**config.mk**
```make
export PLATFORM = sky130hd
export DESIGN_NAME = qsh_top
export DESIGN_NICKNAME = d
export VERILOG_FILES = /design/src/qsh_pkg.sv /design/src/qsh_top.sv /design/src/qsh_baud_gen.sv
export SDC_FILE = /design/constraint.sdc
export NUM_CORES = 1
export LEC_CHECK = 0
export BUFFER_PORTS_ARGS = -buffer_cell sky130_fd_sc_hd__buf_2
export CAP_MARGIN = 40
export CORE_MARGIN = 2
export CORE_UTILIZATION = 45
export CTS_CLUSTER_SIZE = 16
export DETAILED_ROUTE_END_ITERATION = 8
export GPL_ROUTABILITY_DRIVEN = 0
export PLACE_DENSITY = 0.74
export SLEW_MARGIN = 30
export SYNTH_ARGS = -nofsm -noshare
export SYNTH_HDL_FRONTEND = slang
export SYNTH_SLANG_ARGS = --single-unit
```
**constraint.sdc**
```tcl
create_clock -name CLK -period 3.5 [get_ports CLK]
set_input_delay 0.7 -clock CLK [delete_from_list [all_inputs] [get_ports CLK]]
set_output_delay 0.7 -clock CLK [all_outputs]
set_load 0.05 [all_outputs]
```
**src/qsh_pkg.sv**
```systemverilog
// shared constants, types and helpers for the quad serial host block
package qsh_pkg;

    localparam int NCH         = 4;
    localparam int NCTL        = 2;
    localparam int NREG        = 16;
    localparam int SYNC_STAGES = 3;

    // clock rates, kept for the divisor arithmetic that software performs
    localparam int REF_CLK_HZ  = 3686400;
    localparam int SYS_CLK_HZ  = 200000000;
    localparam int OVERSAMPLE  = 16;

    // read register indices
    localparam logic [3:0] RI_STAT = 4'h0;
    localparam logic [3:0] RI_SPEC = 4'h1;
    localparam logic [3:0] RI_VEC  = 4'h2;
    localparam logic [3:0] RI_PEND = 4'h3;
    localparam logic [3:0] RI_BUF  = 4'h8;
    localparam logic [3:0] RI_MISC = 4'ha;
    localparam logic [3:0] RI_TCL  = 4'hc;
    localparam logic [3:0] RI_TCH  = 4'hd;
    localparam logic [3:0] RI_EXT  = 4'hf;

    // write register indices
    localparam logic [3:0] WI_INTEN = 4'h1;
    localparam logic [3:0] WI_VEC   = 4'h2;
    localparam logic [3:0] WI_RXP   = 4'h3;
    localparam logic [3:0] WI_MODE  = 4'h4;
    localparam logic [3:0] WI_TXP   = 4'h5;
    localparam logic [3:0] WI_BUF   = 4'h8;
    localparam logic [3:0] WI_MIC   = 4'h9;
    localparam logic [3:0] WI_TCL   = 4'hc;
    localparam logic [3:0] WI_TCH   = 4'hd;
    localparam logic [3:0] WI_MISC  = 4'he;
    localparam logic [3:0] WI_EXT   = 4'hf;

    // field positions
    localparam int MISC_BRG_EN_BIT = 0;
    localparam int INTEN_TX_BIT    = 1;
    localparam int INTEN_RX_BIT    = 4;
    localparam int MIC_MIE_BIT     = 3;
    localparam int MIC_RST_LSB     = 6;
    localparam int RR0_RXAV_BIT    = 0;
    localparam int RR0_TXE_BIT     = 2;
    localparam int PEND_A_RX_BIT   = 5;
    localparam int PEND_A_TX_BIT   = 4;
    localparam int PEND_B_RX_BIT   = 2;
    localparam int PEND_B_TX_BIT   = 1;
    localparam int VEC_CODE_LSB    = 1;

    localparam int ST_BUSY     = 0;
    localparam int ST_FATAL    = 0;
    localparam int ST_SELFTEST = 1;
    localparam int ST_CBA      = 2;
    localparam int ST_ROM      = 2;
    localparam int ST_VECMISS  = 3;
    localparam int ST_DMA      = 3;
    localparam int ST_DSR_LSB  = 4;

    localparam int IN_CBR_LSB  = 0;
    localparam int IN_PORT_LSB = 4;
    localparam int IN_RST_BIT  = 6;
    localparam int IN_INH_BIT  = 7;

    // master interrupt reset commands
    localparam logic [1:0] MIC_RST_NONE = 2'h0;
    localparam logic [1:0] MIC_RST_B    = 2'h1;
    localparam logic [1:0] MIC_RST_A    = 2'h2;
    localparam logic [1:0] MIC_RST_BOTH = 2'h3;

    // vector status codes placed in bits 3:1 of the modified vector
    localparam logic [2:0] VC_B_TX = 3'h0;
    localparam logic [2:0] VC_B_RX = 3'h2;
    localparam logic [2:0] VC_NONE = 3'h3;
    localparam logic [2:0] VC_A_TX = 3'h4;
    localparam logic [2:0] VC_A_RX = 3'h6;

    // reset defaults: 7 data bits, odd parity, one stop, x16, 9600 baud
    localparam logic [7:0] DEF_RXP  = 8'h81;
    localparam logic [7:0] DEF_MODE = 8'h45;
    localparam logic [7:0] DEF_TXP  = 8'h48;
    localparam logic [7:0] DEF_TCL  = 8'h0a;
    localparam logic [7:0] DEF_TCH  = 8'h00;
    localparam logic [7:0] DEF_MISC = 8'h01;
    localparam logic [7:0] DEF_ZERO = 8'h00;

    typedef struct packed {
        logic self_test;
        logic busy;
        logic cba_missing;
        logic vec_missing;
        logic fatal;
        logic rom_fail;
        logic dma_fail;
    } qsh_fw_status_s;

    typedef struct packed {
        logic [1:0] chan;
        logic [3:0] idx;
        logic       wr;
        logic       rd;
        logic [7:0] wdata;
    } qsh_reg_req_s;

    function automatic logic [3:0] qsh_onehot4(input logic [1:0] sel);
        logic [3:0] r;
        r = 4'h0;
        r[sel] = 1'b1;
        return r;
    endfunction

    function automatic logic [7:0] qsh_def_wr(input logic [3:0] idx);
        logic [7:0] r;
        case (idx)
            WI_RXP:  r = DEF_RXP;
            WI_MODE: r = DEF_MODE;
            WI_TXP:  r = DEF_TXP;
            WI_TCL:  r = DEF_TCL;
            WI_TCH:  r = DEF_TCH;
            WI_MISC: r = DEF_MISC;
            default: r = DEF_ZERO;
        endcase
        return r;
    endfunction

endpackage

```
**src/qsh_top.sv**
```systemverilog
// quad serial host block: status and command bytes, clocks, channel registers
// Functional notes
// - each channel: 16-bit down counter, square-wave output
// - new time constant used only at reload
// - time constant write taken without synchronisation
// - constant = ref/(2*bitclock) - 2
// - divisor bytes writable and readable back
// - 16 write, 9 read registers; two shared
// - pending via A; modified vector via B
// - status byte returned on transmit-status command
// - status bit 1 selects self-test meaning
// - normal: busy, address missing, vector missing
// - self-test: fatal, set, ROM, DMA failures
// - bits 4-7 report channel DSR, active low
// - bits 0-3 block ready; bit 7 inhibit
// - bits 5:4 select port; bit 6 resets
// - buffer 8 MHz bus clock, derive 4 MHz
// - host reference clock drives all baud rates
// - receive/transmit buffers; status follows characters
// - host polls busy before next word
// - reset defaults 7 bits odd 9600
`timescale 1ns/100ps
`default_nettype none
module qsh_top #(
    parameter int NCH = qsh_pkg::NCH,
    parameter int TCW = 16
) (
    input  wire logic                    CLK,          // 200 MHz system clock
    input  wire logic                    NRST,         // sync reset, active low
    input  wire logic                    CE,           // clock enable
    input  wire logic                    BUS_IO_CLK,   // 8 MHz bus clock pin
    input  wire logic                    BAUD_REF_CLK, // 3.6864 MHz reference pin
    input  wire logic [NCH-1:0]          DSR_N,        // data set ready pins, low true
    input  wire logic                    STATUS_REQ,   // transmit-status command
    output logic [7:0]                   STATUS_DATA,  // status byte to host
    output logic                         STATUS_VALID, // status byte strobe
    input  wire qsh_pkg::qsh_fw_status_s FW_STATUS,    // firmware status flags
    input  wire logic                    INSTR_WE,     // host command byte write
    input  wire logic [7:0]              INSTR_DATA,   // host command byte
    output logic [NCH-1:0]               CB_READY,     // command block ready flags
    input  wire logic [NCH-1:0]          CB_ACK,       // firmware clears ready flag
    output logic                         INT_INHIBIT,  // interrupt inhibit level
    output logic [NCH-1:0]               PORT_RESET,   // port reset pulse
    output logic [NCH-1:0]               XON_RELEASE,  // flow-control release pulse
    output logic                         PROC_CLK,     // derived 4 MHz clock
    input  wire qsh_pkg::qsh_reg_req_s   REG_REQ,      // channel register access
    output logic [7:0]                   REG_RDATA,    // register read data
    output logic                         REG_RVALID,   // read data strobe
    input  wire logic [NCH-1:0]          RX_VALID,     // character received
    input  wire logic [NCH-1:0][7:0]     RX_DATA,      // received character
    input  wire logic [NCH-1:0]          TX_DONE,      // character sent
    output logic [NCH-1:0]               TX_LOAD,      // transmit buffer written
    output logic [NCH-1:0][7:0]          TX_DATA,      // transmit character
    output logic [NCH-1:0][2:0][7:0]     LINE_CFG,     // rx, mode, tx parameters
    output logic [NCH-1:0]               BAUD_CLK      // x16 baud clocks
);
    localparam int NS = NCH + 2;

    // three-stage pin synchronisers, filtered on stage 2/3 agreement
    logic [NS-1:0] s1_reg, s2_reg, s3_reg, filt_reg, fprev_reg;
    logic [NS-1:0] s1_next, s2_next, s3_next, filt_next, fprev_next;
    logic          ref_tick;
    logic          bus_rise;
    logic [NCH-1:0] dsr_n_sync;

    always_comb begin
        s1_next    = {DSR_N, BUS_IO_CLK, BAUD_REF_CLK};
        s2_next    = s1_reg;
        s3_next    = s2_reg;
        filt_next  = (s2_reg & s3_reg) | (filt_reg & (s2_reg | s3_reg));
        fprev_next = filt_reg;
    end

    always_ff @(posedge CLK) begin
        if (!NRST) begin
            s1_reg    <= '0;
            s2_reg    <= '0;
            s3_reg    <= '0;
            filt_reg  <= '0;
            fprev_reg <= '0;
        end else if (CE) begin
            s1_reg    <= s1_next;
            s2_reg    <= s2_next;
            s3_reg    <= s3_next;
            filt_reg  <= filt_next;
            fprev_reg <= fprev_next;
        end
    end

    assign ref_tick   = filt_reg[0] & ~fprev_reg[0];
    assign bus_rise   = filt_reg[1] & ~fprev_reg[1];
    assign dsr_n_sync = filt_reg[NS-1:2];

    // host-facing status and command bytes
    logic [7:0]     stat_reg, stat_next;
    logic           sval_reg, sval_next;
    logic [NCH-1:0] cbr_reg, cbr_next;
    logic           inh_reg, inh_next;
    logic [NCH-1:0] prst_reg, prst_next;
    logic [NCH-1:0] xon_reg, xon_next;
    logic           proc_reg, proc_next;
    logic [NCH-1:0] port_sel;

    assign port_sel = qsh_pkg::qsh_onehot4(INSTR_DATA[qsh_pkg::IN_PORT_LSB +: 2]);

    always_comb begin
        stat_next = stat_reg;
        sval_next = STATUS_REQ;
        if (STATUS_REQ) begin
            stat_next[qsh_pkg::ST_DSR_LSB +: NCH] = dsr_n_sync;
            if (FW_STATUS.self_test) begin
                stat_next[qsh_pkg::ST_FATAL]    = FW_STATUS.fatal | FW_STATUS.rom_fail | FW_STATUS.dma_fail;
                stat_next[qsh_pkg::ST_SELFTEST] = 1'b1;
                stat_next[qsh_pkg::ST_ROM]      = FW_STATUS.rom_fail;
                stat_next[qsh_pkg::ST_DMA]      = FW_STATUS.dma_fail;
            end else begin
                stat_next[qsh_pkg::ST_BUSY]     = FW_STATUS.busy;
                stat_next[qsh_pkg::ST_SELFTEST] = 1'b0;
                stat_next[qsh_pkg::ST_CBA]      = FW_STATUS.cba_missing;
                stat_next[qsh_pkg::ST_VECMISS]  = FW_STATUS.vec_missing;
            end
        end
        // a new ready bit in the same cycle as its acknowledge is kept
        cbr_next  = cbr_reg & ~CB_ACK;
        inh_next  = inh_reg;
        prst_next = '0;
        xon_next  = '0;
        if (INSTR_WE) begin
            cbr_next = cbr_next | INSTR_DATA[qsh_pkg::IN_CBR_LSB +: NCH];
            inh_next = INSTR_DATA[qsh_pkg::IN_INH_BIT];
            xon_next = port_sel;
            if (INSTR_DATA[qsh_pkg::IN_RST_BIT]) begin
                prst_next = port_sel;
            end
        end
        proc_next = bus_rise ? ~proc_reg : proc_reg;
    end

    always_ff @(posedge CLK) begin
        if (!NRST) begin
            stat_reg <= 8'h00;
            sval_reg <= 1'b0;
            cbr_reg  <= '0;
            inh_reg  <= 1'b0;
            prst_reg <= '0;
            xon_reg  <= '0;
            proc_reg <= 1'b0;
        end else if (CE) begin
            stat_reg <= stat_next;
            sval_reg <= sval_next;
            cbr_reg  <= cbr_next;
            inh_reg  <= inh_next;
            prst_reg <= prst_next;
            xon_reg  <= xon_next;
            proc_reg <= proc_next;
        end
    end

    // channel register file
    logic [7:0]     wr_reg [NCH][qsh_pkg::NREG];
    logic [7:0]     wr_next[NCH][qsh_pkg::NREG];
    logic [7:0]     vec_reg [qsh_pkg::NCTL];
    logic [7:0]     vec_next[qsh_pkg::NCTL];
    logic [7:0]     mic_reg [qsh_pkg::NCTL];
    logic [7:0]     mic_next[qsh_pkg::NCTL];
    logic [NCH-1:0][7:0] rxbuf_reg, rxbuf_next, txd_reg, txd_next;
    logic [NCH-1:0] rxav_reg, rxav_next, txe_reg, txe_next, txl_reg, txl_next;
    logic [NCH-1:0] chan_rst;
    logic [1:0]     mic_cmd;
    logic           req_wr_mic;
    logic           req_rd_buf;

    assign req_wr_mic = REG_REQ.wr && (REG_REQ.idx == qsh_pkg::WI_MIC);
    assign req_rd_buf = REG_REQ.rd && (REG_REQ.idx == qsh_pkg::RI_BUF);
    assign mic_cmd    = REG_REQ.wdata[qsh_pkg::MIC_RST_LSB +: 2];

    always_comb begin
        chan_rst = port_sel & {NCH{INSTR_WE & INSTR_DATA[qsh_pkg::IN_RST_BIT]}};
        if (req_wr_mic) begin
            if (mic_cmd == qsh_pkg::MIC_RST_BOTH || mic_cmd == qsh_pkg::MIC_RST_A) begin
                chan_rst[{REG_REQ.chan[1], 1'b0}] = 1'b1;
            end
            if (mic_cmd == qsh_pkg::MIC_RST_BOTH || mic_cmd == qsh_pkg::MIC_RST_B) begin
                chan_rst[{REG_REQ.chan[1], 1'b1}] = 1'b1;
            end
        end
    end

    always_comb begin
        wr_next    = wr_reg;
        vec_next   = vec_reg;
        mic_next   = mic_reg;
        rxbuf_next = rxbuf_reg;
        txd_next   = txd_reg;
        rxav_next  = rxav_reg;
        txe_next   = txe_reg;
        txl_next   = '0;
        for (int k = 0; k < qsh_pkg::NCTL; k++) begin
            if (REG_REQ.wr && REG_REQ.chan[1] == k[0] && REG_REQ.idx == qsh_pkg::WI_VEC) begin
                vec_next[k] = REG_REQ.wdata;
            end
            if (req_wr_mic && REG_REQ.chan[1] == k[0]) begin
                // reset command bits act once and are not kept
                mic_next[k] = {2'h0, REG_REQ.wdata[qsh_pkg::MIC_RST_LSB-1:0]};
            end
        end
        for (int c = 0; c < NCH; c++) begin
            if (chan_rst[c]) begin
                for (int r = 0; r < qsh_pkg::NREG; r++) begin
                    wr_next[c][r] = qsh_pkg::qsh_def_wr(r[3:0]);
                end
                rxav_next[c] = 1'b0;
                txe_next[c]  = 1'b1;
            end else begin
                if (REG_REQ.wr && REG_REQ.chan == c[1:0]) begin
                    if (REG_REQ.idx == qsh_pkg::WI_BUF) begin
                        txd_next[c] = REG_REQ.wdata;
                        txl_next[c] = 1'b1;
                        txe_next[c] = 1'b0;
                    end else if (REG_REQ.idx != qsh_pkg::WI_VEC && REG_REQ.idx != qsh_pkg::WI_MIC) begin
                        wr_next[c][REG_REQ.idx] = REG_REQ.wdata;
                    end
                end
                if (req_rd_buf && REG_REQ.chan == c[1:0]) begin
                    rxav_next[c] = 1'b0;
                end
                // hardware events are applied after the clears so they win
                if (RX_VALID[c]) begin
                    rxbuf_next[c] = RX_DATA[c];
                    rxav_next[c]  = 1'b1;
                end
                if (TX_DONE[c]) begin
                    txe_next[c] = 1'b1;
                end
            end
        end
    end

    always_ff @(posedge CLK) begin
        if (!NRST) begin
            for (int c = 0; c < NCH; c++) begin
                for (int r = 0; r < qsh_pkg::NREG; r++) begin
                    wr_reg[c][r] <= qsh_pkg::qsh_def_wr(r[3:0]);
                end
            end
            for (int k = 0; k < qsh_pkg::NCTL; k++) begin
                vec_reg[k] <= 8'h00;
                mic_reg[k] <= 8'h00;
            end
            rxbuf_reg <= '0;
            txd_reg   <= '0;
            rxav_reg  <= '0;
            txe_reg   <= '1;
            txl_reg   <= '0;
        end else if (CE) begin
            wr_reg    <= wr_next;
            vec_reg   <= vec_next;
            mic_reg   <= mic_next;
            rxbuf_reg <= rxbuf_next;
            txd_reg   <= txd_next;
            rxav_reg  <= rxav_next;
            txe_reg   <= txe_next;
            txl_reg   <= txl_next;
        end
    end

    // interrupt pending and vector views per controller
    logic [7:0] pend  [qsh_pkg::NCTL];
    logic [7:0] modvec[qsh_pkg::NCTL];

    always_comb begin
        for (int k = 0; k < qsh_pkg::NCTL; k++) begin
            pend[k] = 8'h00;
            if (mic_reg[k][qsh_pkg::MIC_MIE_BIT]) begin
                pend[k][qsh_pkg::PEND_A_RX_BIT] = rxav_reg[2*k]   & wr_reg[2*k][qsh_pkg::WI_INTEN][qsh_pkg::INTEN_RX_BIT];
                pend[k][qsh_pkg::PEND_A_TX_BIT] = txe_reg[2*k]    & wr_reg[2*k][qsh_pkg::WI_INTEN][qsh_pkg::INTEN_TX_BIT];
                pend[k][qsh_pkg::PEND_B_RX_BIT] = rxav_reg[2*k+1] & wr_reg[2*k+1][qsh_pkg::WI_INTEN][qsh_pkg::INTEN_RX_BIT];
                pend[k][qsh_pkg::PEND_B_TX_BIT] = txe_reg[2*k+1]  & wr_reg[2*k+1][qsh_pkg::WI_INTEN][qsh_pkg::INTEN_TX_BIT];
            end
            modvec[k] = vec_reg[k];
            if (pend[k][qsh_pkg::PEND_A_RX_BIT]) begin
                modvec[k][qsh_pkg::VEC_CODE_LSB +: 3] = qsh_pkg::VC_A_RX;
            end else if (pend[k][qsh_pkg::PEND_A_TX_BIT]) begin
                modvec[k][qsh_pkg::VEC_CODE_LSB +: 3] = qsh_pkg::VC_A_TX;
            end else if (pend[k][qsh_pkg::PEND_B_RX_BIT]) begin
                modvec[k][qsh_pkg::VEC_CODE_LSB +: 3] = qsh_pkg::VC_B_RX;
            end else if (pend[k][qsh_pkg::PEND_B_TX_BIT]) begin
                modvec[k][qsh_pkg::VEC_CODE_LSB +: 3] = qsh_pkg::VC_B_TX;
            end else begin
                modvec[k][qsh_pkg::VEC_CODE_LSB +: 3] = qsh_pkg::VC_NONE;
            end
        end
    end

    // read port: one registered answer per read strobe
    logic [7:0] rdat_reg, rdat_next;
    logic       rval_reg, rval_next;
    logic       is_chan_b;
    logic       ctl;

    assign is_chan_b = REG_REQ.chan[0];
    assign ctl       = REG_REQ.chan[1];

    always_comb begin
        rdat_next = rdat_reg;
        rval_next = REG_REQ.rd;
        if (REG_REQ.rd) begin
            case (REG_REQ.idx)
                qsh_pkg::RI_STAT: begin
                    rdat_next = 8'h00;
                    rdat_next[qsh_pkg::RR0_RXAV_BIT] = rxav_reg[REG_REQ.chan];
                    rdat_next[qsh_pkg::RR0_TXE_BIT]  = txe_reg[REG_REQ.chan];
                end
                qsh_pkg::RI_VEC:  rdat_next = is_chan_b ? modvec[ctl] : vec_reg[ctl];
                qsh_pkg::RI_PEND: rdat_next = is_chan_b ? 8'h00 : pend[ctl];
                qsh_pkg::RI_BUF:  rdat_next = rxbuf_reg[REG_REQ.chan];
                qsh_pkg::RI_TCL:  rdat_next = wr_reg[REG_REQ.chan][qsh_pkg::WI_TCL];
                qsh_pkg::RI_TCH:  rdat_next = wr_reg[REG_REQ.chan][qsh_pkg::WI_TCH];
                qsh_pkg::RI_EXT:  rdat_next = wr_reg[REG_REQ.chan][qsh_pkg::WI_EXT];
                default:          rdat_next = 8'h00;
            endcase
        end
    end

    always_ff @(posedge CLK) begin
        if (!NRST) begin
            rdat_reg <= 8'h00;
            rval_reg <= 1'b0;
        end else if (CE) begin
            rdat_reg <= rdat_next;
            rval_reg <= rval_next;
        end
    end

    // baud generators, all fed from the one reference tick
    for (genvar g = 0; g < NCH; g++) begin : g_brg
        qsh_baud_gen #(
            .WIDTH (TCW)
        ) u_brg (
            .clk     (CLK),
            .nrst    (NRST),
            .ce      (CE),
            .enable  (wr_reg[g][qsh_pkg::WI_MISC][qsh_pkg::MISC_BRG_EN_BIT]),
            .tick    (ref_tick),
            .tc      ({wr_reg[g][qsh_pkg::WI_TCH], wr_reg[g][qsh_pkg::WI_TCL]}),
            .clk_out (BAUD_CLK[g])
        );
        assign LINE_CFG[g] = {wr_reg[g][qsh_pkg::WI_TXP], wr_reg[g][qsh_pkg::WI_MODE], wr_reg[g][qsh_pkg::WI_RXP]};
    end

    assign STATUS_DATA  = stat_reg;
    assign STATUS_VALID = sval_reg;
    assign CB_READY     = cbr_reg;
    assign INT_INHIBIT  = inh_reg;
    assign PORT_RESET   = prst_reg;
    assign XON_RELEASE  = xon_reg;
    assign PROC_CLK     = proc_reg;
    assign REG_RDATA    = rdat_reg;
    assign REG_RVALID   = rval_reg;
    assign TX_LOAD      = txl_reg;
    assign TX_DATA      = txd_reg;
endmodule
`default_nettype wire

```
**src/qsh_baud_gen.sv**
```systemverilog
// per-channel baud generator: down counter with square-wave output
`timescale 1ns/100ps
`default_nettype none
module qsh_baud_gen #(
    parameter int WIDTH = 16
) (
    input  wire logic             clk,     // system clock
    input  wire logic             nrst,    // sync reset, active low
    input  wire logic             ce,      // clock enable
    input  wire logic             enable,  // generator run enable
    input  wire logic             tick,    // reference clock rising edge
    input  wire logic [WIDTH-1:0] tc,      // time constant
    output logic                  clk_out  // square-wave output
);
    logic [WIDTH-1:0] count_reg;
    logic [WIDTH-1:0] count_next;
    logic             load_reg;
    logic             load_next;
    logic             out_reg;
    logic             out_next;

    // one load tick plus tc+1 count ticks gives a half period of tc+2
    always_comb begin
        count_next = count_reg;
        load_next  = load_reg;
        out_next   = out_reg;
        if (!enable) begin
            count_next = tc;
            load_next  = 1'b0;
        end else if (tick) begin
            if (load_reg) begin
                count_next = tc;
                load_next  = 1'b0;
            end else if (count_reg == '0) begin
                load_next = 1'b1;
                out_next  = ~out_reg;
            end else begin
                count_next = count_reg - 1'b1;
            end
        end
    end

    always_ff @(posedge clk) begin
        if (!nrst) begin
            count_reg <= '0;
            load_reg  <= 1'b0;
            out_reg   <= 1'b0;
        end else if (ce) begin
            count_reg <= count_next;
            load_reg  <= load_next;
            out_reg   <= out_next;
        end
    end

    assign clk_out = out_reg;
endmodule
`default_nettype wire

```
# --- Yosys cells after proc, flatten, opt, wreduce, memory -nomap -nowiden ---
# Index checks and enable logic that the tools add are counted.
totals:
  ramBits: 0
  elab_cells: 420
  regBits: 742
  mem_count: 0
  out_inout_bits: 168
  in_bits: 86
  rom_bits: 0
  latchBits: 0
classes:
  muxes: 136
  eq_ne: 27
  n_addsub: 4
  bitwise_logic: 42
  magnitude_cmp: 11
  div_mod_pow: 0
  reduce_logical: 89
  n_mul: 0
  n_shift: 0
op_table:
  columns: ["op", "n"]
  rows:
  - ["128-bit 2-to-1 mux", 16]
  - ["128-bit bitwise mux", 4]
  - ["128-bit binary-select mux with 2-bit select", 1]
  - ["16-bit 2-to-1 mux", 16]
  - ["8-bit 2-to-1 mux", 12]
  - ["16-bit zero test", 4]
  - ["32-bit 2-to-1 mux", 2]
  - ["16-bit by 1-bit subtractor with 16-bit output, second input constant", 4]
  - ["8-bit case mux with 7 select lines", 1]
  - ["1-bit 2-to-1 mux", 55]
  - ["4-bit 2-to-1 mux", 9]
  - ["3-bit AND reduction", 12]
  - ["3-bit nonzero test", 12]
  - ["8-bit demux with 4-bit select", 1]
  - ["2-bit AND reduction", 16]
  - ["4-bit AND reduction", 8]
  - ["1-bit logical AND", 21]
  - ["4-bit == test, second input constant", 5]
  - ["5-bit AND reduction", 4]
  - ["8-bit binary-select mux with 2-bit select", 1]
  - ["2-bit 2-to-1 mux", 8]
  - ["1-bit inverter", 16]
  - ["2-bit nonzero test", 8]
  - ["6-bit bitwise AND", 2]
  - ["other kinds (32)", 71]

# --- Depth between registers and ports, before layout ---
# Gate-level depths: netlist of the first run.
depth:
  depth_word: 13
  depth_mapped: 9
  depth_no_buf: 7

# --- Cells and area by module ---
# Synthesis of the first run repeated with hierarchy kept, for this count alone.
unflattened:
  hier_cells: 2156
  area_unflattened_um2: 19708.9
by_module_without_submodules:
  columns: ["module", "instances", "seq_area_each_um2", "cells_each", "area_each_um2"]
  rows:
  - ["qsh_top", 1, 7126.8, 1524, 15244.6]
  - ["qsh_baud_gen", 4, 360.3, 158, 1116.1]

# --- Worst setup path after synthesis of the first run ---
# No wires, ideal clock.
synth_path:
  path_type: "in2reg"
  start: "input REG_REQ[15] in the netlist's numbering"
  end: "register rdat_reg[2], in the netlist REG_RDATA[2]"
  required_ns: 3.386
  t_arrival_ns: 2.321
  path_buffers: 3
  setup_slack_ns: 1.065
  setup_ns: 0.114
  cell_stages: 7
  path_cell_list: "buf_2 > buf_2 > buf_1 > mux4_2 > a221oi_1 > a31oi_1 > a21o_1"
synth_between:
  elab_chain_cells: 6
  word_cells_on_any_way: 21
  classes_between: "mux (19); bitwise (2)"
synth_rtl:
  columns: ["item", "line", "source"]
  rows:
  - ["from (decl)", "qsh_top.sv:46", "input wire qsh_pkg::qsh_reg_req_s REG_REQ,"]
  - ["1-bit inverter with 2-bit output (not written as such)", "qsh_top.sv:314, qsh_top.sv:315", null]
  - ["6-bit 2-to-1 mux (not written as such) or 8-bit 2-to-1 mux (tied branches)", "qsh_top.sv:315, qsh_top.sv:314", null]
  - ["8-bit 2-to-1 mux (on tied branches) (3 in a row)", "qsh_top.sv:315, qsh_top.sv:314", null]
  - ["8-bit case mux with 7 select lines *", "qsh_top.sv:308", "case (REG_REQ.idx)"]
  - ["to (signal assigned)", "qsh_top.sv:330", "rdat_reg <= rdat_next;"]
  - ["to (decl)", "qsh_top.sv:296", "logic [7:0] rdat_reg, rdat_next;"]
# Every way passes the cells marked *; elsewhere a longest branch is shown, timed or not. The select of a mux whose other input is x is not followed.
# A chain may end at the register's enable or synchronous reset.

# --- Worst setup path after layout of the first run ---
layout_path:
  start: "register g_brg[0].u_brg.count_reg[0]"
  end: "register g_brg[0].u_brg.count_reg[8]"
layout_between:
  elab_chain_cells: 5
  word_cells_on_any_way: 8
  classes_between: "add/sub (1); eq/ne (1); mux (4); reduce/logical (2)"
layout_rtl:
  columns: ["item", "line", "source"]
  rows:
  - ["from (decl)", "qsh_baud_gen.sv:15", "logic [WIDTH-1:0] count_reg;"]
  - ["from (signal assigned)", "qsh_baud_gen.sv:49", "count_reg <= count_next;"]
  - ["16-bit by 1-bit subtractor with 16-bit output", "qsh_baud_gen.sv:38", "count_next = count_reg - 1'b1;"]
  - ["16-bit 2-to-1 mux", "qsh_baud_gen.sv:34", "end else if (count_reg == '0) begin"]
  - ["16-bit 2-to-1 mux", "qsh_baud_gen.sv:31", "if (load_reg) begin"]
  - ["16-bit 2-to-1 mux", "qsh_baud_gen.sv:30", "end else if (tick) begin"]
  - ["16-bit 2-to-1 mux", "qsh_baud_gen.sv:27", "if (!enable) begin"]
# Several ways; a longest one is shown, not always the timed one. The select of a mux whose other input is x is not followed.

==> results.toml, run 1 <==
[setup_path]
path_class = "reg -> reg"
critPathTopFamily = "simple AND/OR/NAND/NOR gates"
cp-start-kind = "register"
rrSetupSlack_ns = 0.84
crit_arrival_ns = 3.12
setup.worst_path.end_class = "register"
crit_required_ns = 3.96
cpMaxStageDelayCell = "or4_1"
reg2reg_depth = 6
cpPeakStageDelay_ns = 0.72
crit_buf_inv = 1
reg2reg_from = "g_brg[0].u_brg.count_reg[0]$_SDFFE_PN0P_"
crit_chain = "inv_1, ha_1, or3b_1, or4_1, o21a_1, a31o_2"
cp_max_fo = 17
r2r_end = "g_brg[0].u_brg.count_reg[8]$_SDFFE_PN0P_"

[hold_path]
worstHoldEndpoint = "s1_reg[5]$_SDFFE_PN0P_"
min_delay_path_depth = 3
hold_class = "in -> reg"
min_from = "DSR_N[3]"

[logic_synthesis]
syn_inst = 2112
synth.top_cells.by_area = "dfxtp_1 (44%), a32o_1 (5.9%), mux2i_1 (5.0%)"
yosysTopAreaCell = "dfxtp_1"
synth_nets = 2203
yosysWarnings = 0
synth-seq-area-share_pct = 44.3
ys_ff_latch = 428
synth_ff_type = "dfxtp_1"
synth_area_per_cell_um2 = 9.16
synth_common_cells = "dfxtp_1 (428), nand2_1 (204), nor2_1 (201)"
yosysMostFrequentCell = "dfxtp_1"
yosys.area.top_type_share_pct = 44.3
synthDistinctLibCells = 84
synth_enable_flop_cells = 0
syn_area_um2 = 19400
async_flop_share_pct = 0

[timing]
setup_slack_ns = 0.835
slew_viol_final = 0
whs_ns = 0.365
max-slew-margin-rel_pct = 40.0
finalCriticalPeriod_ns = 2.66
setup_tns_ns = 0
skew_ns = 0.0213
rsz0062_at_grt = "false"
hold_viol_final = 0
finalSetupViolations = 0
fmax_mhz = 375
worstMarginPinSlew_ns = 0.900
fin_crit_sh_pct = 76.1

[clock_network]
clk_latency_ns = 0.57
cts_buffer_depth = 3
clkSinkCount = 428
htree_levels = 2
cts_hold_buf = 0
root_buffer = "clkbuf_16"
clk_pin_slew_worst_paths_ns = 0.06
cts_resized = 0
cts_buffers = 44
cts_tree = "built"
post_cts_buffers = 0

[route]
first_pass_iters = 5
drt-wirelength-per-cell_um = 22.1
drt_iter0_markers = 1926
drc = 0
num_vias = 17414
ant_nets = 0
via_per_inst = 6.29
wl_um = 61300

[layout]
area_delta_synth_final_pct = 13.0
design_area_um2 = 21900
fin_util_pct = 51.8
largest_reg_flops = 108
drive_above_1_share_pct = 20.6
layout.cells.non_filler = 2769
nets = 2287

[power]
power_mw = 10.5
ir_worst_vdd_v = 0.000387
power.density_nw_per_um2 = 482
p_leak_nw = 8.76

[placed_design]
dp_slack_ns = 0.468
dp_hpwl_um = 41800
io_buffers = 253
dpl.cell_count = 2687
postPlaceCellArea_um2 = 20300

[grt]
overflow = 0
grt_max_degree = 80
track_usage_pct = 26.7
grt_pass1_wl_um = 94400
grt_pass1_vias = 16550
antenna_found_initial = 4

[floorplan]
ioPinCount = 254
row_count = 75
die-area_um2 = 44700
fp.dieW_um = 211
die_h_um = 211
core_area_um2 = 42200
start_util_pct = 45.8

[run]
cap_violations = 0

[run_status]
status = "complete, no violations"
==> area by class of cell <==
cell class	instances	area (µm²)
clock inverter	21	290
fill	3794	20400
sequential	428	8570
inverter	42	163
clock buffer	58	1230
timing repair buffer	306	1710
tap	539	674
antenna	1	2.50
multi-input combinational	1374	9230
==> where the power goes <==
group	total, mW	internal, mW	switching (mW)
Clock	4.95	2.93	2.02
Combinational	0.650	0.186	0.464
Sequential	4.94	4.91	0.0291
Total	10.5	8.03	2.51
==> worst max-delay path by stage <==
| stage | from | to | cells after the start |
|---|---|---|---|
| 3_5_place_dp | REG_REQ[12] | LINE_CFG[31]$_SDFFE_PN1P_ | 6 |
| 5_1_grt | g_brg[2].u_brg.count_reg[0]$_SDFFE_PN0P_ | g_brg[2].u_brg.count_reg[12]$_SDFFE_PN0P_ | 7 |
| 4_1_cts | g_brg[0].u_brg.count_reg[0]$_SDFFE_PN0P_ | g_brg[0].u_brg.count_reg[8]$_SDFFE_PN0P_ | 6 |
| 2_1_floorplan | REG_REQ[15] | REG_RDATA[2]$_SDFFE_PN0P_ | 7 |
| 6_report | g_brg[0].u_brg.count_reg[0]$_SDFFE_PN0P_ | g_brg[0].u_brg.count_reg[8]$_SDFFE_PN0P_ | 6 |
| 3_3_place_gp | REG_REQ[12] | LINE_CFG[31]$_SDFFE_PN1P_ | 6 |
==> cell families (layout without fill, tap and decap cells) <==
group	after synthesis	after routing	synth area share [%]
AND/OR/NAND/NOR	610	610	14.8
XOR/XNOR	4	4	0.181
adder cells (fa/ha/maj)	5	5	0.323
flip-flops	428	428	44.3
multiplexers	129	129	8.81
other	0	1	0
AO/OA/AOI/OAI	626	626	23.3
buffers and inverters	310	427	8.27
==> per-layer routing <==
layer | routed length [µm] | global-route usage, %
met3 | 6170 | 6.39
met4 | 2670 | 11.4
met2 | 28300 | 43.3
met1 | 24200 | 33.9
met5 | 48 | 0
==> cells in the final DEF, fill, tap and decap left out, types with 41 or more instances in the layout <==
cell type and n:
nand2_1 204, o21ai_0 109, buf_2 253, a32o_1 115, nor2_1 199, clkbuf_16 44, dfxtp_1 428, nand3_1 49
a21oi_1 132, mux2i_1 96, buf_4 48, inv_1 41
==> worst reg2reg max path, stage by stage (launching register included) <==
cell     delay, ns
dfxtp_1       0.33
inv_1         0.08
ha_1          0.21
or3b_1        0.42
or4_1         0.73
o21a_1        0.47
a31o_2        0.33
(Power assumes the default switching activity.)
==> inputs of run 2 (changes only) <==
ABC_AREA = 1   (was unset)
PLACE_DENSITY = 0.73   (was 0.74)
clock period = 2.6 ns   (was 3.5 ns; I/O delays follow)
==> results.toml, run 2 <==
[layout]
multi_input_area_um2 = 9850
final_common_cell = "nand2_1"
nets = 3171
drive_above_1_share_pct = 15.2
largest_reg_flops = 108
design_area_um2 = 23300
mostFrequentLayoutCells = "nand2_1 (824), dfxtp_1 (428), a21oi_1 (307)"
area_delta_synth_final_pct = 14.1
nFillCells = 4501
seq_area_um2 = 8570

[hold_path]
hold_class = "in -> reg"

[grt]
grt_pass1_vias = 19181
grt_pass1_wl_um = 106000
overflow = 0
grt_max_degree = 103
antenna_found_initial = 5
track_usage_pct = 28.3

[setup_path]
cpPeakStageDelay_ns = 0.61
crit_required_ns = 3.09
cp-start-kind = "register"
path_class = "reg -> reg"
cpMaxStageDelayCell = "nor2_1"
crit_chain = "inv_1, ha_1, nand2_1, nor2_1, nand2_1, nor2_1, nand3_1, nand2_1, nor2_1, inv_1, o22ai_1"
setup.worst_path.end_class = "register"
cp_max_fo = 10
crit_arrival_ns = 2.85

[clock_network]
post_cts_buffers = 0
cts_buffer_depth = 3
root_buffer = "clkbuf_16"
cts_buffers = 46
clk_latency_ns = 0.61
clkSinkCount = 428
cts_hold_buf = 0
cts_resized = 0
htree_levels = 2
cts_tree = "built"
clk_pin_slew_worst_paths_ns = 0.06

[logic_synthesis]
syn_inst = 2952
synth_area_per_cell_um2 = 6.91
synthDistinctLibCells = 41
async_flop_share_pct = 0
yosys.area.top_type_share_pct = 42.0
yosysWarnings = 0
synth_enable_flop_cells = 0
ys_ff_latch = 428
yosysMostFrequentCell = "nand2_1"
synth.top_cells.by_area = "dfxtp_1 (42%), nand2_1 (15%), a21oi_1 (7.5%)"
syn_area_um2 = 20400
synth_ff_type = "dfxtp_1"
synth-seq-area-share_pct = 42.0
yosysTopAreaCell = "dfxtp_1"
synth_common_cells = "nand2_1 (824), dfxtp_1 (428), a21oi_1 (307)"
synth_nets = 3043

[route]
via_per_inst = 5.59
drt-wirelength-per-cell_um = 18.4
drt_iter0_markers = 2138
wl_um = 68400
drc = 0
first_pass_iters = 6
num_vias = 20775
ant_nets = 0

[floorplan]
core_area_um2 = 45100
start_util_pct = 45.3
row_count = 78
ioPinCount = 254
die_h_um = 217
die-area_um2 = 47100
fp.dieW_um = 217

[run]
cap_violations = 0

[timing]
worstMarginPinSlew_ns = 0.757
max-slew-margin-rel_pct = 49.4
hold_viol_final = 0
skew_ns = 0.0394
fin_crit_sh_pct = 90.8
finalCriticalPeriod_ns = 2.36
rsz0062_at_grt = "false"
setup_tns_ns = 0
fmax_mhz = 424
finalSetupViolations = 0
setup_slack_ns = 0.240
slew_viol_final = 0

[power]
clkPwrFrac_pct = 46.9
p_int_mw = 10.9
switching_share_pct = 25.4
ir_worst_vdd_v = 0.000469
power.density_nw_per_um2 = 628
p_leak_nw = 10.1
combPwrFrac_pct = 7.3
power_mw = 14.6
p_switching_mw = 3.72
seqPwrFrac_pct = 45.8

[placed_design]
dp_slack_ns = 0.153
io_buffers = 253
dp_hpwl_um = 47700
postPlaceCellArea_um2 = 21700

[run_status]
status = "complete, no violations"
==> run 2: cell count changes after synthesis, sizes merged, moves of 64 or more <==
cell,previous run,this run
a21oi,135,307
a32o,115,0
inv,42,166
mux2i,96,8
nand2,204,832
nand3,50,268
nand4,13,95
nor2,202,266
o21ai,125,233
==> run 2: logic make-up (layout without fill, tap and decap cells) <==
group / Yosys count / after routing / share of synthesized area [%]
and+or+nand+nor: 1492 / 1492 / 31.9
xor gates and xnor gates: 21 / 21 / 0.901
buffers and inverters: 415 / 579 / 9.81
adders and majority gates: 5 / 5 / 0.307
other: 0 / 1 / 0
muxes: 8 / 8 / 0.392
DFF: 428 / 428 / 42.0
AOI/OAI and AO/OA: 583 / 583 / 14.7
==> run 2: final cells by class <==
class                   instances  area share (%)
multi-input cells            2109            42.3
clock buffers                  64            5.89
diodes                          1          0.0108
inverters                     170            2.77
well taps                     600            3.23
repair buffers                325            8.02
flip-flops and latches        428            36.8
clock inverters                20           0.946
==> run 2: final timing paths <==
check                                      startpoint                                       end  slack [ns]  cells after the start
min reg2reg                  TX_DATA[13]$_SDFFE_PN0P_                  TX_DATA[13]$_SDFFE_PN0P_        0.44                      2
max reg2reg  g_brg[0].u_brg.count_reg[0]$_SDFFE_PN0P_  g_brg[0].u_brg.count_reg[2]$_SDFFE_PN0P_        0.24                     11
max          g_brg[0].u_brg.count_reg[0]$_SDFFE_PN0P_  g_brg[0].u_brg.count_reg[2]$_SDFFE_PN0P_        0.24                     11
min                                          DSR_N[1]                    s1_reg[3]$_SDFFE_PN0P_        0.15                      3
==> run 2: worst max-delay path: cells and delay by family (launching register included) <==
kind | cells | cell delay (ns)
buffers and inverters | 2 | 0.30
adder cells (fa/ha/maj) | 1 | 0.24
flip-flops | 1 | 0.32
AO/OA/AOI/OAI | 1 | 0.17
AND/OR/NAND/NOR | 7 | 1.24
==> run 2: metal layers <==
layer	global-route usage (%)	vias to the layer above	share of wire, %
met1	36.5	9512	41
met5	0	-	0.083
met4	16.1	8	5.8
met3	5.32	239	9.1
met2	44.4	1072	44
li1	-	9944	-
==> run 2: power groups by stage <==
stage / Combinational [mW] / Sequential (mW) / Clock, mW
6_report: 1.07 / 6.69 / 6.86
2_1_floorplan: 0.587 / 6.89 / 0
3_5_place_dp: 1.04 / 6.84 / 0
3_3_place_gp: 1.03 / 6.83 / 0
4_1_cts: 1.04 / 6.69 / 6.90
5_1_grt: 1.14 / 6.70 / 7.18
==> run 2: stage by stage <==
stage               util [%]  hold slack (ns)  cells
global route            51.6            0.171   3717
CTS                     51.6            0.136   3716
finish                  51.6            0.146   3717
global placement        48.1            0.434   3632
detailed placement      48.1            0.435   3632
floorplan                  -            0.424   2952
==> inputs of run 3 (changes only) <==
ABC_AREA = unset   (was 1)
PLACE_DENSITY = 0.74   (was 0.73)
==> results.toml, run 3 (synthesized netlist as in run 1, its figures left out) <==
[power]
switching_share_pct = 23.8
seqPwrFrac_pct = 46.3
ir_worst_vdd_v = 0.000505
combPwrFrac_pct = 6.6
power.density_nw_per_um2 = 639
p_leak_nw = 9.13
p_switching_mw = 3.42
p_int_mw = 11.0
clkPwrFrac_pct = 47.1

[clock_network]
cts_hold_buf = 0
cts_buffers = 45
clk_pin_slew_worst_paths_ns = 0.06
cts_buffer_depth = 3
root_buffer = "clkbuf_16"
clk_latency_ns = 0.58
clkSinkCount = 428
cts_tree = "built"
htree_levels = 2

[layout]
nFillCells = 3767
final_common_cell = "dfxtp_1"
largest_reg_flops = 108
area_delta_synth_final_pct = 16.2
nets = 2356
drive_above_1_share_pct = 22.9
mostFrequentLayoutCells = "dfxtp_1 (428), buf_2 (252), nand2_1 (204)"

[placed_design]
io_buffers = 253
dp_slack_ns = -0.0213
dp_hpwl_um = 44000

[route]
ant_nets = 0
drt-wirelength-per-cell_um = 22.1
drt_iter0_markers = 2005
drc = 0
wl_um = 62800
via_per_inst = 6.24
num_vias = 17725
first_pass_iters = 6

[timing]
finalSetupViolations = 0
finalCriticalPeriod_ns = 2.45
hold_viol_final = 0
fmax_mhz = 409
skew_ns = 0.0222
worstMarginPinSlew_ns = 0.827
setup_slack_ns = 0.155
setup_tns_ns = 0
fin_crit_sh_pct = 94.0
rsz0062_at_grt = "false"
max-slew-margin-rel_pct = 44.9
slew_viol_final = 0

[floorplan]
core_area_um2 = 42200
ioPinCount = 254
start_util_pct = 45.8
row_count = 75
fp.dieW_um = 211
die-area_um2 = 44700
die_h_um = 211

[setup_path]
reg2reg_from = "g_brg[0].u_brg.count_reg[0]$_SDFFE_PN0P_"
path_class = "reg -> reg"
setup.worst_path.end_class = "register"
crit_arrival_ns = 2.94
r2r_end = "g_brg[0].u_brg.count_reg[7]$_SDFFE_PN0P_"
cp-start-kind = "register"
crit_required_ns = 3.10
rrSetupSlack_ns = 0.15
reg2reg_depth = 7
cp_max_fo = 16

[hold_path]
min_delay_path_depth = 3
min_from = "RX_DATA[29]"
worstHoldEndpoint = "rxbuf_reg[29]$_SDFFE_PN0P_"
hold_class = "in -> reg"

[grt]
antenna_found_initial = 1
grt_pass1_vias = 16890
track_usage_pct = 27.4
overflow = 0
grt_max_degree = 69
grt_pass1_wl_um = 96500

[run_status]
status = "complete, no violations"

[run]
cap_violations = 0
[run 3: cell count changes in the layout (fill, tap and decap cells not counted), sizes merged, moves of 108 or more]
cell,before,now
nand2,832,204
nand3,268,50
a21oi,307,135
inv,168,42
a32o,0,115
o21ai,233,125
[run 3: cell type report]
class	count	area, µm²	area share [%]
Clock inverter	23	313	1.39
Clock buffer	58	1220	5.45
Multi-Input combinational cell	1374	9230	41.0
Tap cell	539	674	3.00
Antenna cell	1	2.50	0.0111
Timing Repair Buffer	374	2320	10.3
Sequential cell	428	8570	38.1
Inverter	42	163	0.723
[run 3: power by group through the flow]
stage               logic [mW]  registers [mW]  clock network [mW]
CTS                      0.929            6.65                6.83
detailed placement       0.925            6.80                   0
finish                   0.951            6.66                6.77
global placement         0.906            6.80                   0
floorplan                0.496            6.83                   0
global route             0.998            6.66                7.07
[run 3: worst max path at each step]
stage | from | to | slack (ns) | depth (start not counted)
2_1_floorplan | REG_REQ[15] | REG_RDATA[2]$_SDFFE_PN0P_ | 0.34 | 7
3_3_place_gp | REG_REQ[12] | LINE_CFG[8]$_SDFFE_PN1P_ | 0.02 | 8
3_5_place_dp | REG_REQ[12] | LINE_CFG[10]$_SDFFE_PN1P_ | -0.02 | 8
4_1_cts | g_brg[0].u_brg.count_reg[0]$_SDFFE_PN0P_ | g_brg[0].u_brg.count_reg[8]$_SDFFE_PN0P_ | 0.13 | 6
5_1_grt | g_brg[0].u_brg.count_reg[0]$_SDFFE_PN0P_ | g_brg[0].u_brg.count_reg[2]$_SDFFE_PN0P_ | 0.005 | 7
6_report | g_brg[0].u_brg.count_reg[0]$_SDFFE_PN0P_ | g_brg[0].u_brg.count_reg[7]$_SDFFE_PN0P_ | 0.15 | 7
[run 3: critical path, cell delays in order, from the launching register on]
cell and delay (ns):
dfxtp_1 0.33, inv_1 0.08, ha_1 0.21, or3b_1 0.40, or4_1 0.62, o21ai_4 0.40
o21ai_0 0.17, a21oi_1 0.15
[run 3: timing repair]
action / in CTS / in global routing
endpoints found under the setup margin: 0 / 3
resized for setup: 0 / 1
buffers inserted: 0 / 0
[run 3: per-stage QoR]
step	util (%)	cells	total power, mW	area [µm²]	hold slack (ns)
2_1_floorplan	-	2112	7.33	19400	0.427
3_3_place_gp	49.6	2756	7.70	20900	0.433
3_5_place_dp	49.6	2757	7.72	21000	0.442
4_1_cts	53.3	2838	14.4	22500	0.168
5_1_grt	53.3	2838	14.7	22500	0.194
6_report	53.3	2839	14.4	22500	0.185
[run 3: per-layer routing]
layer	vias up	GRT usage, %	wire length [µm]
met1	8549	35.4	24700
li1	7992	-	-
met3	205	6.50	6610
met5	-	0	13
met2	977	43.3	28600
met4	2	12.8	2940
